--- src/ppc_map.svh ---
// register indices, field positions, reset values and timing counts of the
// power-control block; assumes a 100 MHz bus clock and a 32.768 kHz tick
`ifndef PPC_MAP_SVH
`define PPC_MAP_SVH

// register indices; byte address is four times the index
`define PPC_IDX_RST_TIMING  8'h58
`define PPC_IDX_BTN_FAULT   8'h59
`define PPC_IDX_THRESH      8'h5A
`define PPC_IDX_STATE_REQ   8'h5B
`define PPC_IDX_IRQ_STATUS  8'h70
`define PPC_IDX_IRQ_MASK    8'h71
`define PPC_IDX_LIVE_STATUS 8'h72

// reset values
`define PPC_RST_RST_TIMING  8'h01
`define PPC_RST_BTN_FAULT   8'h80
`define PPC_RST_THRESH      8'h00
`define PPC_RST_STATE_REQ   8'h00

// field positions
`define PPC_POR_LSB         3
`define PPC_GR_LSB          6
`define PPC_PIN_DBNC_LSB    0
`define PPC_KEY_DBNC_LSB    2
`define PPC_LONG_EN_BIT     4
`define PPC_RESTART_EN_BIT  5
`define PPC_CL_EN_BIT       6
`define PPC_KEY_EN_BIT      7
`define PPC_UV_LSB          0
`define PPC_LSW_LSB         2
`define PPC_STORAGE_LOWEST_POWER_STATE_BIT        0
`define PPC_CORE_OFF_BIT    1

// clock rates and tick divider
`define PPC_CLK_HZ          100000000
`define PPC_LF_HZ           32768
`define PPC_LF_DIV          ((`PPC_CLK_HZ + `PPC_LF_HZ / 2) / `PPC_LF_HZ)

// times in microseconds, as printed
`define PPC_T_DBNC_SHORT_US 31250
`define PPC_T_DBNC_MID_US   125000
`define PPC_T_DBNC_LONG_US  750000
`define PPC_T_POR_0_US      2000
`define PPC_T_POR_2_US      4000
`define PPC_T_POR_3_US      8000
`define PPC_T_POR_4_US      16000
`define PPC_T_POR_5_US      128000
`define PPC_T_POR_6_US      256000
`define PPC_T_POR_7_US      1024000
`define PPC_T_GR_0_US       4000000
`define PPC_T_GR_1_US       8000000
`define PPC_T_GR_2_US       12000000
`define PPC_T_GR_3_US       16000000
`define PPC_T_LONG_US       4000000
`define PPC_T_RESTART_US    1000000

// least time in whole low-frequency ticks, rounded up
`define PPC_TICKS(us) (20'((64'(us) * 64'd32768 + 64'd999999) / 64'd1000000))

`endif

--- src/ppc_pkg.sv ---
// types shared by the power-control block
// assumes ppc_map.svh carries all numeric constants
package ppc_pkg;
    // power pin press tracker, gray along idle-held-off-done
    typedef enum logic [1:0]
    {
        PPC_IDLE = 2'b00,
        PPC_HELD = 2'b01,
        PPC_OFF  = 2'b11,
        PPC_DONE = 2'b10
    } ppc_press_type;
endpackage

--- src/ppc_power_control.sv ---
// power-control registers, push-button timing and state requests
// assumes a classic wishbone master on clk; key and pin inputs asynchronous
`timescale 1ns/1ps
`include "ppc_map.svh"

module ppc_power_control
    import ppc_pkg::*;
#(
    parameter int LF_DIV = `PPC_LF_DIV, // clk cycles per low-frequency tick
    parameter int ADR_W  = 10           // byte address width
)(
    input  wire logic             clk,                          // 100 MHz
    input  wire logic             rstn,                         // async reset
    input  wire logic             wb_cyc_i,                     // bus cycle
    input  wire logic             wb_stb_i,                     // strobe
    input  wire logic             wb_we_i,                      // write
    input  wire logic [ADR_W-1:0] wb_adr_i,                     // byte address
    input  wire logic [3:0]       wb_sel_i,                     // byte lanes
    input  wire logic [31:0]      wb_dat_i,                     // write data
    output logic      [31:0]      wb_dat_o,                     // read data
    output logic                  wb_ack_o,                     // acknowledge
    input  wire logic             on_key_input,                 // key, low=press
    input  wire logic             power_on_pin,                 // pin, low=press
    input  wire logic             power_pin_button_select,      // pin is button
    input  wire logic [2:0]       otp_reset_release_delay,      // otp delay code
    input  wire logic             regs_in_regulation,           // last reg up
    input  wire logic [2:0]       ldo_current_limit,            // ldo in limit
    input  wire logic             in_regs_disable,              // regs-off state
    output logic                  processor_reset_out,          // high=released
    output logic                  global_reset_req,             // pulse
    output logic                  long_press_off_req,           // pulse
    output logic                  restart_req,                  // pulse
    output logic      [2:0]       ldo_shutdown,                 // ldo forced off
    output logic                  storage_lowest_power_state_state_request,           // level
    output logic                  core_off_request,             // level
    output logic      [1:0]       undervoltage_threshold,       // uv select
    output logic      [1:0]       low_system_warning_threshold, // warn select
    output logic                  irq                           // level
);

    // elaboration guard on parameters
    if (LF_DIV < 2 || LF_DIV > 65536 || ADR_W < 10)
    begin : g_bad_param
        $error("ppc_power_control: unsupported parameter values");
    end

    // falling edge length depends on code, rising is always short
    function automatic logic [19:0] dbnc_len(input logic [1:0] code, input logic fall);
        if (!fall || !code[1])
            return `PPC_TICKS(`PPC_T_DBNC_SHORT_US);
        else if (!code[0])
            return `PPC_TICKS(`PPC_T_DBNC_MID_US);
        else
            return `PPC_TICKS(`PPC_T_DBNC_LONG_US);
    endfunction

    // reset release delay; undocumented code 001 taken as 2 ms
    function automatic logic [19:0] por_len(input logic [2:0] code);
        case (code)
            3'h2:    return `PPC_TICKS(`PPC_T_POR_2_US);
            3'h3:    return `PPC_TICKS(`PPC_T_POR_3_US);
            3'h4:    return `PPC_TICKS(`PPC_T_POR_4_US);
            3'h5:    return `PPC_TICKS(`PPC_T_POR_5_US);
            3'h6:    return `PPC_TICKS(`PPC_T_POR_6_US);
            3'h7:    return `PPC_TICKS(`PPC_T_POR_7_US);
            default: return `PPC_TICKS(`PPC_T_POR_0_US);
        endcase
    endfunction

    // global reset hold time
    function automatic logic [19:0] gr_len(input logic [1:0] code);
        case (code)
            2'h1:    return `PPC_TICKS(`PPC_T_GR_1_US);
            2'h2:    return `PPC_TICKS(`PPC_T_GR_2_US);
            2'h3:    return `PPC_TICKS(`PPC_T_GR_3_US);
            default: return `PPC_TICKS(`PPC_T_GR_0_US);
        endcase
    endfunction

    logic [7:0]    rtc_q;      // reset timing control
    logic [7:0]    bfc_q;      // button and fault control
    logic [7:0]    thr_q;      // threshold select
    logic [7:0]    req_q;      // state request
    logic [5:0]    ist_q;      // sticky event status
    logic [5:0]    imk_q;      // event mask
    logic          loaded_q;   // otp delay code taken
    logic          ack_q;      // bus acknowledge
    logic [31:0]   dat_q;      // bus read data
    logic [15:0]   div_q;      // tick divider
    logic          tick_q;     // one-cycle tick
    logic [1:0]    s1_q;       // sync stage one, {pin,key}
    logic [1:0]    s2_q;       // sync stage two
    logic [1:0]    deb_q;      // debounced levels
    logic [1:0]    deb_prev_q; // debounced, one cycle back
    logic [14:0]   dcnt_q [2]; // debounce counters
    logic [19:0]   khold_q;    // key hold ticks
    logic          kfired_q;   // key hold expired this press
    logic [19:0]   pcnt_q;     // pin press ticks
    ppc_press_type pst_q;      // pin press tracker
    logic [19:0]   por_q;      // reset release ticks
    logic [5:0]    ev;         // events this cycle
    logic          acc;        // new bus access
    logic          wr;         // register write
    logic [7:0]    idx;        // register index
    logic [7:0]    rd;         // read mux
    logic [7:0]    wd;         // write byte

    assign acc = wb_cyc_i & wb_stb_i & ~ack_q;
    assign wr  = acc & wb_we_i & wb_sel_i[0];
    assign idx = wb_adr_i[9:2];
    assign wd  = wb_dat_i[7:0];
    assign wb_ack_o = ack_q;
    assign wb_dat_o = dat_q;

    // read mux; unmapped indices read zero
    always_comb
    begin
        case (idx)
            `PPC_IDX_RST_TIMING:  rd = rtc_q;
            `PPC_IDX_BTN_FAULT:   rd = bfc_q;
            `PPC_IDX_THRESH:      rd = thr_q;
            `PPC_IDX_STATE_REQ:   rd = req_q;
            `PPC_IDX_IRQ_STATUS:  rd = {2'h0, ist_q};
            `PPC_IDX_IRQ_MASK:    rd = {2'h0, imk_q};
            `PPC_IDX_LIVE_STATUS: rd = {2'h0, pst_q, deb_q, in_regs_disable,
                                        processor_reset_out};
            default:              rd = 8'h00;
        endcase
    end

    // bus answer one cycle after the request, dropped next cycle
    always_ff @(posedge clk or negedge rstn)
    begin
        if (!rstn)
        begin
            ack_q <= 1'b0;
            dat_q <= 32'h0000_0000;
        end
        else
        begin
            ack_q <= acc;
            if (acc && !wb_we_i)
                dat_q <= {24'h00_0000, rd};
        end
    end

    // control registers; rw1s fields can only gain ones until reset
    always_ff @(posedge clk or negedge rstn)
    begin
        if (!rstn)
        begin
            rtc_q    <= `PPC_RST_RST_TIMING;
            bfc_q    <= `PPC_RST_BTN_FAULT;
            thr_q    <= `PPC_RST_THRESH;
            req_q    <= `PPC_RST_STATE_REQ;
            imk_q    <= 6'h00;
            loaded_q <= 1'b0;
        end
        else
        begin
            loaded_q <= 1'b1;
            // strap caught on the first edge after release
            if (!loaded_q)
                rtc_q[`PPC_POR_LSB +: 3] <= otp_reset_release_delay;
            else if (wr && idx == `PPC_IDX_RST_TIMING)
                rtc_q <= {rtc_q[7:3] | wd[7:3], wd[2:0]};
            if (wr && idx == `PPC_IDX_BTN_FAULT)
                bfc_q <= wd;
            if (wr && idx == `PPC_IDX_THRESH)
                thr_q <= {4'h0, wd[3:2], thr_q[1:0] | wd[1:0]};
            if (wr && idx == `PPC_IDX_STATE_REQ)
                req_q <= {6'h00, wd[1:0]};
            if (wr && idx == `PPC_IDX_IRQ_MASK)
                imk_q <= wd[5:0];
        end
    end

    assign undervoltage_threshold       = thr_q[`PPC_UV_LSB +: 2];
    assign low_system_warning_threshold = thr_q[`PPC_LSW_LSB +: 2];
    assign storage_lowest_power_state_state_request           = req_q[`PPC_STORAGE_LOWEST_POWER_STATE_BIT];

    // core-off only takes effect once regulators are disabled
    always_ff @(posedge clk or negedge rstn)
    begin
        if (!rstn)
            core_off_request <= 1'b0;
        else
            core_off_request <= req_q[`PPC_CORE_OFF_BIT] & in_regs_disable;
    end

    // sticky status, write one clears; a new event beats the clear
    always_ff @(posedge clk or negedge rstn)
    begin
        if (!rstn)
            ist_q <= 6'h00;
        else if (wr && idx == `PPC_IDX_IRQ_STATUS)
            ist_q <= (ist_q & ~wd[5:0]) | ev;
        else
            ist_q <= ist_q | ev;
    end

    assign irq = |(ist_q & imk_q);

    // low-frequency tick from the bus clock
    always_ff @(posedge clk or negedge rstn)
    begin
        if (!rstn)
        begin
            div_q  <= 16'h0000;
            tick_q <= 1'b0;
        end
        else if (div_q == 16'(LF_DIV - 1))
        begin
            div_q  <= 16'h0000;
            tick_q <= 1'b1;
        end
        else
        begin
            div_q  <= div_q + 16'h0001;
            tick_q <= 1'b0;
        end
    end

    // two-stage synchroniser, released buttons read high
    always_ff @(posedge clk or negedge rstn)
    begin
        if (!rstn)
        begin
            s1_q <= 2'h3;
            s2_q <= 2'h3;
        end
        else
        begin
            s1_q <= {power_on_pin, on_key_input};
            s2_q <= s1_q;
        end
    end

    // debounce: count ticks while raw differs, any return restarts it
    always_ff @(posedge clk or negedge rstn)
    begin
        if (!rstn)
        begin
            deb_q      <= 2'h3;
            deb_prev_q <= 2'h3;
            dcnt_q[0]  <= 15'h0000;
            dcnt_q[1]  <= 15'h0000;
        end
        else
        begin
            deb_prev_q <= deb_q;
            for (int i = 0; i < 2; i++)
            begin
                if (i == 1 && !power_pin_button_select)
                begin
                    deb_q[i]  <= s2_q[i]; // level mode, no debounce
                    dcnt_q[i] <= 15'h0000;
                end
                else if (s2_q[i] == deb_q[i])
                    dcnt_q[i] <= 15'h0000;
                else if (tick_q)
                begin
                    // index 0 is the key, whose code sits above the pin code
                    if (20'(dcnt_q[i]) + 20'h1 >= dbnc_len(bfc_q[((i == 0) ?
                        `PPC_KEY_DBNC_LSB : `PPC_PIN_DBNC_LSB) +: 2], deb_q[i]))
                    begin
                        deb_q[i]  <= s2_q[i];
                        dcnt_q[i] <= 15'h0000;
                    end
                    else
                        dcnt_q[i] <= dcnt_q[i] + 15'h0001;
                end
            end
        end
    end

    // key hold: one global reset per press, blocked by key enable
    always_ff @(posedge clk or negedge rstn)
    begin
        if (!rstn)
        begin
            khold_q          <= 20'h00000;
            kfired_q         <= 1'b0;
            global_reset_req <= 1'b0;
        end
        else
        begin
            global_reset_req <= 1'b0;
            if (deb_q[0])
            begin
                khold_q  <= 20'h00000;
                kfired_q <= 1'b0;
            end
            else if (tick_q && !kfired_q)
            begin
                if (khold_q + 20'h1 >= gr_len(rtc_q[`PPC_GR_LSB +: 2]))
                begin
                    kfired_q         <= 1'b1;
                    global_reset_req <= bfc_q[`PPC_KEY_EN_BIT];
                end
                else
                    khold_q <= khold_q + 20'h1;
            end
        end
    end

    // power pin press tracker: long press, then restart one second on
    always_ff @(posedge clk or negedge rstn)
    begin
        if (!rstn)
        begin
            pst_q              <= PPC_IDLE;
            pcnt_q             <= 20'h00000;
            long_press_off_req <= 1'b0;
            restart_req        <= 1'b0;
        end
        else
        begin
            long_press_off_req <= 1'b0;
            restart_req        <= 1'b0;
            if (deb_q[1] || !power_pin_button_select)
            begin
                pst_q  <= PPC_IDLE; // release ends any press
                pcnt_q <= 20'h00000;
            end
            else
            begin
                case (pst_q)
                    PPC_IDLE:
                        pst_q <= PPC_HELD;
                    PPC_HELD:
                        if (tick_q)
                        begin
                            if (pcnt_q + 20'h1 >= `PPC_TICKS(`PPC_T_LONG_US))
                            begin
                                pcnt_q <= 20'h00000;
                                // disabled long press raises no request, tracker goes to done
                                if (bfc_q[`PPC_LONG_EN_BIT])
                                begin
                                    long_press_off_req <= 1'b1;
                                    pst_q              <= PPC_OFF;
                                end
                                else
                                    pst_q <= PPC_DONE;
                            end
                            else
                                pcnt_q <= pcnt_q + 20'h1;
                        end
                    PPC_OFF:
                        if (tick_q && bfc_q[`PPC_RESTART_EN_BIT])
                        begin
                            if (pcnt_q + 20'h1 >= `PPC_TICKS(`PPC_T_RESTART_US))
                            begin
                                restart_req <= 1'b1;
                                pst_q       <= PPC_DONE;
                            end
                            else
                                pcnt_q <= pcnt_q + 20'h1;
                        end
                    PPC_DONE:
                        pst_q <= PPC_DONE;
                    default:
                        pst_q <= PPC_IDLE;
                endcase
            end
        end
    end

    // ldo off on limit fault while enabled; clearing enable restores
    always_ff @(posedge clk or negedge rstn)
    begin
        if (!rstn)
            ldo_shutdown <= 3'h0;
        else if (bfc_q[`PPC_CL_EN_BIT])
            ldo_shutdown <= ldo_shutdown | ldo_current_limit;
        else
            ldo_shutdown <= 3'h0;
    end

    // processor reset held until regulation lasts the coded delay
    always_ff @(posedge clk or negedge rstn)
    begin
        if (!rstn)
        begin
            por_q               <= 20'h00000;
            processor_reset_out <= 1'b0;
        end
        else if (!regs_in_regulation)
        begin
            por_q               <= 20'h00000;
            processor_reset_out <= 1'b0;
        end
        else if (tick_q && !processor_reset_out)
        begin
            if (por_q + 20'h1 >= por_len(rtc_q[`PPC_POR_LSB +: 3]))
                processor_reset_out <= 1'b1;
            else
                por_q <= por_q + 20'h1;
        end
    end

    // event vector for the sticky status
    assign ev = {|(ldo_current_limit & ~ldo_shutdown) & bfc_q[`PPC_CL_EN_BIT],
                 restart_req, long_press_off_req, global_reset_req,
                 deb_prev_q[1] & ~deb_q[1], deb_prev_q[0] & ~deb_q[0]};
endmodule

--- config.mk ---
export PLATFORM = sky130hd
export DESIGN_NAME = ppc_power_control
export DESIGN_NICKNAME = d
export VERILOG_FILES = /design/src/ppc_pkg.sv /design/src/ppc_power_control.sv
export VERILOG_INCLUDE_DIRS = /design/src
export SDC_FILE = /design/constraint.sdc
export NUM_CORES = 1
export LEC_CHECK = 0
export BUFFER_PORTS_ARGS = -buffer_cell sky130_fd_sc_hd__buf_2
export CORE_ASPECT_RATIO = 1.2
export CORE_UTILIZATION = 40
export CTS_CLUSTER_DIAMETER = 80
export CTS_CLUSTER_SIZE = 30
export DETAILED_ROUTE_END_ITERATION = 7
export GPL_TIMING_DRIVEN = 0
export SLEW_MARGIN = 20
export SYNTH_ARGS = -nofsm -noshare
export SYNTH_HDL_FRONTEND = slang
export SYNTH_SLANG_ARGS = --single-unit
--- constraint.sdc ---
create_clock -name clk -period 6.2 [get_ports clk]
set_clock_uncertainty 0.05 [all_clocks]
set_input_delay 0.93 -clock clk [delete_from_list [all_inputs] [get_ports clk]]
set_output_delay 0.93 -clock clk [all_outputs]
set_load 0.02 [all_outputs]
### Yosys cells after proc, flatten, opt, wreduce, memory -nomap -nowiden

Index checks and enable logic that the tools add are counted.

| cells by class | value |
|---|---|
| add/sub/neg operators | 8 |
| $mul | 0 |
| div/mod/pow operators | 0 |
| $lt $le $gt $ge | 6 |
| equality and inequality tests | 36 |
| shifts and indexed selects | 0 |
| muxes and demuxes | 70 |
| bitwise operators | 22 |
| reductions and logical operators | 37 |

Operator list:

| cell | count |
|---|---|
| $mux 20 | 20 |
| $mux 15 | 11 |
| $pmux 16 s6 | 1 |
| $add 20x1->20 const B | 3 |
| $pmux 20 s3 | 1 |
| $eq 8x7->1 const B | 7 |
| $pmux 8 s7 | 1 |
| $ge 16x20->1 | 2 |
| $ge 20x20->1 | 2 |
| $pmux 20 s2 | 1 |
| $add 15x1->16 const B | 2 |
| $add 15x1->15 const B | 2 |
| $mux 1 | 24 |
| $ge 20x16->1 const B | 1 |
| $ge 20x18->1 const B | 1 |
| $add 16x1->16 const B | 1 |
| $eq 16x12->1 const B | 1 |
| $mux 16 | 1 |
| $ne 3x3->1 const B | 5 |
| $and 6x6->6 | 2 |
| $eq 3x3->1 const B | 4 |
| $mux 6 | 2 |
| $or 6x6->6 | 2 |
| $logic_and 1x1->1 | 10 |
| 28 further kinds | 72 |

| word-level totals | value |
|---|---|
| register bits | 170 |
| latch bits | 0 |
| bits in writable memories | 0 |
| memory bits (read-only) | 0 |
| input bits | 62 |
| output and inout port bits | 47 |
| word-level logic and storage cells | 209 |
| memories | 0 |

### Depth between registers and ports, before layout

Gate-level depths: netlist of run 1.

| logic depth | value |
|---|---|
| depth after elaboration | 11 |
| gate-level depth with buffers | 15 |
| gate-level depth less buffers | 14 |

### Worst setup path after synthesis of run 1

Ideal clock, no wire load.

| path | value |
|---|---|
| path type | register -> register |
| start point | register khold_q[9] |
| end point | register khold_q[3] |
| library setup time | 0.127 ns |
| arrival | 3.410 ns |
| data required time | 6.023 ns |
| path slack | 2.613 ns |
| cell stages (with the launch flop) | 16 |
| path buffers | 1 |
| period minus slack after synthesis | 3.587 ns |
| cells stage by stage | dfrtp_1 > buf_2 > nand3_1 > nor3_2 > and3_1 > nand3_1 > xnor2_1 > ha_1 > inv_1 > a211oi_1 > o311ai_0 > a2111oi_2 > nor4b_4 > nor3_4 > nand4_1 > mux2_1 |

| between the ends | value |
|---|---|
| cells in the longest elaborated chain, start to end | 4 |

Ends and longest elaborated chain:

| element | line | source |
|---|---|---|
| start: declaration | ppc_power_control.sv:96 | `logic [19:0] khold_q;` |
| start signal: assignment | ppc_power_control.sv:302 | `khold_q <= khold_q + 20'h1;` |
| $add 20x1->20 | ppc_power_control.sv:296 | `` if (khold_q + 20'h1 >= gr_len(rtc_q[`PPC_GR_LSB +: 2])) `` |
| $ge 20x20->1 | ppc_power_control.sv:296 |  |
| $ne 2x2->1 (no line) | - |  |
| $reduce_and 2->1 (no line) | - |  |

Every way passes these cells.
A chain may end at the register's enable or synchronous reset.

### Worst setup path in the final report of run 1

| path | value |
|---|---|
| start point | register deb_q[0] |
| end point | register dcnt_q[16] (netlist name) |

| between the ends | value |
|---|---|
| cells in the longest elaborated chain, start to end | 9 |
| elaborated cells between the ends (all ways) | 11 |
| classes of those cells | order compare (1); eq/ne (1); mux (6); reduce/logical (3) |

Ends and longest elaborated chain:

| element | line | source |
|---|---|---|
| start: declaration | ppc_power_control.sv:93 | `logic [1:0] deb_q;` |
| start signal: indexed assignment | ppc_power_control.sv:256 | `deb_q[i] <= s2_q[i];` |
| start signal: indexed assignment | ppc_power_control.sv:267 | `deb_q[i] <= s2_q[i];` |
| $logic_not 1->1 | ppc_power_control.sv:49 | `if (!fall \|\| !code[1])` |
| $logic_or 1x1->1 | ppc_power_control.sv:49 |  |
| $mux 15 | ppc_power_control.sv:49 |  |
| $mux 20 | ppc_power_control.sv:261 | `else if (tick_q)` |
| $mux 20 | ppc_power_control.sv:259 | `else if (s2_q[i] == deb_q[i])` |
| $ge 16x20->1 | ppc_power_control.sv:264 | `if (20'(dcnt_q[i]) + 20'h1 >= dbnc_len(bfc_q[((i == 0) ?` |
| $mux 15 | ppc_power_control.sv:264 |  |
| $mux 15 | ppc_power_control.sv:261 |  |
| $mux 15 | ppc_power_control.sv:259 |  |
| end signal: indexed assignment | ppc_power_control.sv:271 | `dcnt_q[i] <= dcnt_q[i] + 15'h0001;` |
| end: declaration | ppc_power_control.sv:95 | `logic [14:0] dcnt_q [2];` |

Parallel ways exist; a longest one is shown, timed or not. The select of a mux whose other input is x is not followed.

==> results.cfg, run 1 <==
[cts]
postCtsSetupBuffers = 0
cts_buffers = 17
htreeDepth = 4
cts_resized = 0
cts-root-buf = clkbuf_16
clock_latency_ps = 440
clkTransAtPathRegs_ps = 70
numClockSinks = 170
cts_hold_buf = 0
cts_tree = yes
cts_buffer_depth = 2

[floorplan]
die_h_um = 176
io_pins = 109
rows = 63
die-area_mm2 = 0.0260
dieWidth_um = 147
core_mm2 = 0.0248
initial_core_util = 0.408

[min_path]
hold_path_class = reg -> reg
holdPathStages = 0
holdPathEnd = s2_q[1]
hp-start = s1_q[1]

[pwr]
ir_drop_mv = 0.165
p_leak_nw = 5.37
power.density_mw_per_mm2 = 209

[setup_path]
worst_ep_required_time_ps = 6450
reg2reg_slack_ps = 1840
cp_slowest_cell = o211ai_1
critical-path-max-stage-delay_ps = 580
crit_path_end_kind = register
cp-start-kind = register
reg2reg_from = deb_q[0]
reg2reg_to = dcnt_q[16]
cp_max_fo = 10
arrival_ps = 4610
crit_chain = clkbuf_1 -> clkbuf_1 -> clkbuf_1 -> nand3_1 -> ha_1 -> o21a_1 -> o21a_1 -> nand4_1 -> o211ai_1 -> or2_0 -> clkbuf_1 -> buf_2 -> o21ai_0
rr_worst_depth = 13
path_common_cell = clkbuf_1
path_class = reg -> reg

[placement]
place_inst = 1483
io_buffers = 55
dp_hpwl_um = 17100
place_congestion = 0.874

[grt]
antenna_found_initial = 2
grt_max_degree = 76
grt_pass1_vias = 7737
grt_overflow = 0
grt_first_pass_wirelength_um = 39500
grtUsageTotal = 0.190

[logic_synthesis]
synth-async-reset-ratio = 1.00
synthCells = 1078
yosysSeqAreaShare = 0.421
syn_avg_cell_area_um2 = 9.40
synth-main-ff-cell = dfrtp_1
synth_area_mm2 = 0.0101
synth-seq-cells = 170
yosysUniqueCellTypes = 84
yosysWarnings = 0
synth_edf_count = 0

[final_layout]
layout-drive-gt1-share = 0.166
final_cells = 1516
final_nets = 1272
postLayoutCoreUtil = 0.467
syn_to_final_growth_pct = 14.5

[route]
vias = 8171
avgViaCountPerCell = 5.39
wire_per_inst_um = 15.6
drt_first_pass_iters = 6
wirelength_um = 23600
drc_errors = 0
drt_iter0_markers = 430
antenna_left = 0

[timing]
setup_viol = 0
fin_hold_ws_ps = 302
finalHoldViolCount = 0
maxSlewHeadroom = 0.428
period_minus_slack_ps = 4360
tightest_slew_ps = 857
drv_slew = 0
fmax_mhz = 230
rsz0062_at_grt = no
fin_crit_sh = 0.703
fin_setup_tns_ps = 0

[run_status]
outcome = finished, final reports clean

[run]
drv_cap = 0
## layer usage
layer	share of wire	track usage	vias to the layer above
met4	0.017	0.0653	2
li1	-	-	4061
met3	0.034	0.0328	35
met5	0.00034	0	-
met1	0.45	0.240	3937
met2	0.49	0.326	136
## cell usage in the layout, fill, tap and decap left out, types with 25 or more instances in the layout
master	n
mux2_2	29
a21oi_1	36
nand3_1	73
buf_2	67
o21ai_0	65
clkbuf_1	26
conb_1	25
nand2_1	93
xnor2_1	44
nor2_1	73
dfrtp_1	160
ha_1	33
inv_1	32
and3_1	32
## worst max-delay path, delay by kind of cell (launching register included)
kind | cells | cell delay, ps
AOI/OAI and AO/OA | 4 | 950
adders and majority gates | 1 | 350
buffers and inverters | 5 | 1820
DFF | 1 | 530
and+or+nand+nor | 3 | 510
## cells by family (layout without fill, tap and decap cells)
family,Yosys count,in the layout,share of synthesized area
and+or+nand+nor,447,447,0.242
AOI/OAI and AO/OA,212,212,0.140
buffers and inverters,102,191,0.0492
muxes,44,44,0.0473
adders and majority gates,33,33,0.0407
xor gates and xnor gates,68,68,0.0588
DFF,170,170,0.421
other,2,26,0.000741
## cell usage after synthesis, types with 4 or more instances
library cell,n,area (um2)
nand2b_1,18,113
nand2_1,93,349
buf_1,5,18.8
nand4_1,23,144
nor3_1,21,105
o31ai_1,16,120
inv_1,32,120
a21oi_1,36,180
and3_1,32,200
a21o_1,21,158
and4_1,9,78.8
a31oi_1,5,31.3
and2_1,17,106
a22o_1,4,35.0
o41ai_1,5,43.8
ha_1,33,413
a22oi_1,4,30.0
or2_2,5,31.3
mux2i_1,13,130
dfstp_2,10,263
mux2_2,29,327
dfrtp_1,160,4000
nor4_1,18,113
xnor2_1,44,385
buf_2,13,65.1
buf_4,24,180
o211ai_1,5,37.5
or3_1,11,68.8
o21ai_0,65,325
xor2_1,24,210
or4_1,4,30.0
nor2_1,73,274
nand3_1,73,365
nand3b_1,9,67.6
o21a_1,6,45.0
clkbuf_1,24,90.1
nor2b_1,14,87.6
## how the worst max path moves through the flow
stage	slack [ps]	startpoint	depth (start not counted)	end
global route	1380	deb_q[0]	13	dcnt_q[16]
detailed placement	1740	deb_q[0]	13	dcnt_q[25]
CTS	1670	deb_q[0]	13	dcnt_q[16]
global placement	1310	rstn	1	khold_q[0]
floorplan	2610	khold_q[9]	15	khold_q[3]
finish	1840	deb_q[0]	13	dcnt_q[16]
## state kept, by name (all words and copies together), names as in the netlist, 2 cells and up
| register | flops |
|---|---|
| deb_q | 2 |
| req_q | 2 |
| ldo_shutdown | 3 |
| khold_q | 20 |
| wb_dat_o | 8 |
| ist_q | 6 |
| s1_q | 2 |
| s2_q | 2 |
| dcnt_q | 30 |
| rtc_q | 8 |
| thr_q | 4 |
| div_q | 16 |
| pst_q | 2 |
| imk_q | 6 |
| deb_prev_q | 2 |
| bfc_q | 8 |
| pcnt_q | 20 |
| por_q | 20 |
## layout make-up
class,count,area [um2]
multi-input cells,829,5460
fillers,2395,13200
repair buffers,57,340
plain buffers,69,375
well taps,325,407
flip-flops and latches,170,4270
clock buffers,19,433
diodes,1,2.50
clock inverters,13,195
inverters,33,124
## through the flow
| stage | cell area [um2] | worst slack [ps] | power [mW] |
|---|---|---|---|
| final | 11600 | 1840 | 2.43 |
| after global routing | 11600 | 1380 | 2.52 |
| after CTS | 11600 | 1670 | 2.46 |
| after detailed placement | 11000 | 1740 | 1.30 |
| after global placement | 10900 | 1310 | 1.29 |
| after floorplan | 10200 | 2610 | 1.23 |
## power breakdown
group / switching (mW) / internal, mW / leakage, nW
clock network: 0.473 / 0.682 / 0.305
logic: 0.0983 / 0.0492 / 2.78
registers: 0.00786 / 1.12 / 2.29
(Power assumes the default switching activity.)
==> run 2, diff against run 1 <==
==> constraint.sdc (replaced) <==
create_clock -name clk -period 4 [get_ports clk]
set_clock_uncertainty 0.05 [all_clocks]
set_input_delay 0.6 -clock clk [delete_from_list [all_inputs] [get_ports clk]]
set_output_delay 0.6 -clock clk [all_outputs]
set_load 0.02 [all_outputs]
==> run 2 against run 1 <==
Combinational power grew 55%. Cell count grew 0.40%. Register-to-register slack lost 1500 ps. Global-route usage about the same. Sequential cell count unchanged. Power up 55%. Sequential power up 55%. Non-clock buffer count rose by 6. Clock-buffer cell count did not move. Core utilization increased by 0.33 points. Routed wire length up 0.31%. Largest cell class unchanged.
==> results.cfg, run 2 (synthesis gave the netlist of run 1 again) <==
[final_layout]
syn_to_final_growth_pct = 15.3
largest_reg_flops = 30
final_cell_mix = dfrtp_1 (158), nand2_1 (93), nand3_1 (72)
top_register = dcnt_q
final_nets = 1278
final_cells = 1522
layout_commonest_cell = dfrtp_1
fill_cells = 2393
layout-drive-gt1-share = 0.179

[timing]
setup_viol = 0
tightest_slew_ps = 892
finalHoldViolCount = 0
fmax_mhz = 270
drv_slew = 0
maxSlewHeadroom = 0.404
period_minus_slack_ps = 3710
fin_crit_sh = 0.927
rsz0062_at_grt = no

[floorplan]
dieWidth_um = 147
core_mm2 = 0.0248
die_h_um = 176
initial_core_util = 0.408
io_pins = 109
die-area_mm2 = 0.0260
rows = 63

[route]
wirelength_um = 23700
drt_iter0_markers = 417
drc_errors = 0
vias = 8146
antenna_left = 0
drt_first_pass_iters = 4
wire_per_inst_um = 15.6
avgViaCountPerCell = 5.35

[setup_path]
crit_path_end_kind = register
path_class = reg -> reg
worst_ep_required_time_ps = 4270
reg2reg_from = khold_q[5]
startpoint = khold_q[5]
arrival_ps = 3980
cp_max_fo = 10
cp-start-kind = register

[grt]
grt_max_degree = 76
grt_first_pass_wirelength_um = 39600
antenna_found_initial = 2
grtUsageTotal = 0.190
grt_overflow = 0
grt_pass1_vias = 7776

[cts]
cts_hold_buf = 0
clock_latency_ps = 440
clkTransAtPathRegs_ps = 70
cts_tree = yes
cts-root-buf = clkbuf_16
numClockSinks = 170
cts_buffer_depth = 2
cts_buffers = 17
htreeDepth = 4

[placement]
place_inst = 1483
place_congestion = 0.874
dp_hpwl_um = 17100
io_buffers = 55

[min_path]
hold_path_class = in -> async

[pwr]
ir_drop_mv = 0.255
p_leak_nw = 5.43
power.density_mw_per_mm2 = 322
total_power_mw = 3.77

[run_status]
outcome = finished, final reports clean

[run]
drv_cap = 0
## run 2: changes by cell type in the layout (fill, tap and decap cells not counted), moves of 2 or more
cell / previous run / this run
clkbuf_2: 2 / 5
clkbuf_1: 26 / 22
dfrtp_2: 0 / 2
nor2_2: 0 / 3
nor2_1: 73 / 70
dfrtp_1: 160 / 158
buf_4: 24 / 31
## run 2: routing by layer
metal	wire length, um	up-vias	GRT usage
met1	10800	3912	0.240
met5	8	-	0
met4	405	2	0.0670
li1	-	4076	-
met3	775	37	0.0333
met2	11700	119	0.327
## run 2: final timing paths
check / to / depth (start not counted) / slack [ps]
worst max-delay path: khold_q[6] / 15 / 290
worst min-delay path: pcnt_q[5] / 1 / 3
worst max register to register: khold_q[6] / 15 / 290
worst min register to register: s2_q[1] / 0 / 300
max in group asynchronous: s2_q[0] / 2 / 3150
min in group clk: s1_q[0] / 1 / 200
## run 2: cell type report
class / instances / area (um2) / area share
Tap cell: 325 / 407 / 0.0348
Antenna cell: 1 / 2.50 / 0.000214
Inverter: 33 / 124 / 0.0106
Clock inverter: 13 / 195 / 0.0167
Multi-Input combinational cell: 829 / 5490 / 0.470
Clock buffer: 19 / 433 / 0.0370
Buffer: 68 / 375 / 0.0321
Timing Repair Buffer: 64 / 393 / 0.0336
Sequential cell: 170 / 4270 / 0.365
## run 2: through the flow
stage / cell area, um2 / hold WS, ps / utilization / setup TNS (ps) / setup WS (ps)
floorplan: 10200 / 254 / - / 0 / 413
global placement: 10900 / 296 / 0.439 / -93300 / -562
detailed placement: 11000 / 297 / 0.442 / -7450 / -463
CTS: 11600 / 11.7 / 0.469 / 0 / 20.4
global route: 11700 / 14.5 / 0.471 / 0 / 18.5
finish: 11700 / 2.68 / 0.471 / 0 / 294
## run 2: timing repair
action	CTS	global route
buffers inserted	4	3
pin swaps	1	2
setup endpoints to repair	31	35
gates cloned	0	0
hold endpoints to repair	0	0
resized for setup	1	13
## run 2: critical path: stages, from the launching register on
cell       delay, ps
dfrtp_1          510
nand4_4          230
nor2_2           230
and3_2           250
nand3_1          130
xnor2_1          150
ha_1             270
inv_1             50
a211oi_1         230
o311ai_0         220
a2111oi_2        250
nor4b_4          240
buf_4            190
nor3_4            90
nand4_1          160
mux2_1           320
## run 2: where the power goes
part | internal, mW | switching, mW
Clock | 1.06 | 0.733
Sequential | 1.74 | 0.0123
Combinational | 0.0768 | 0.153
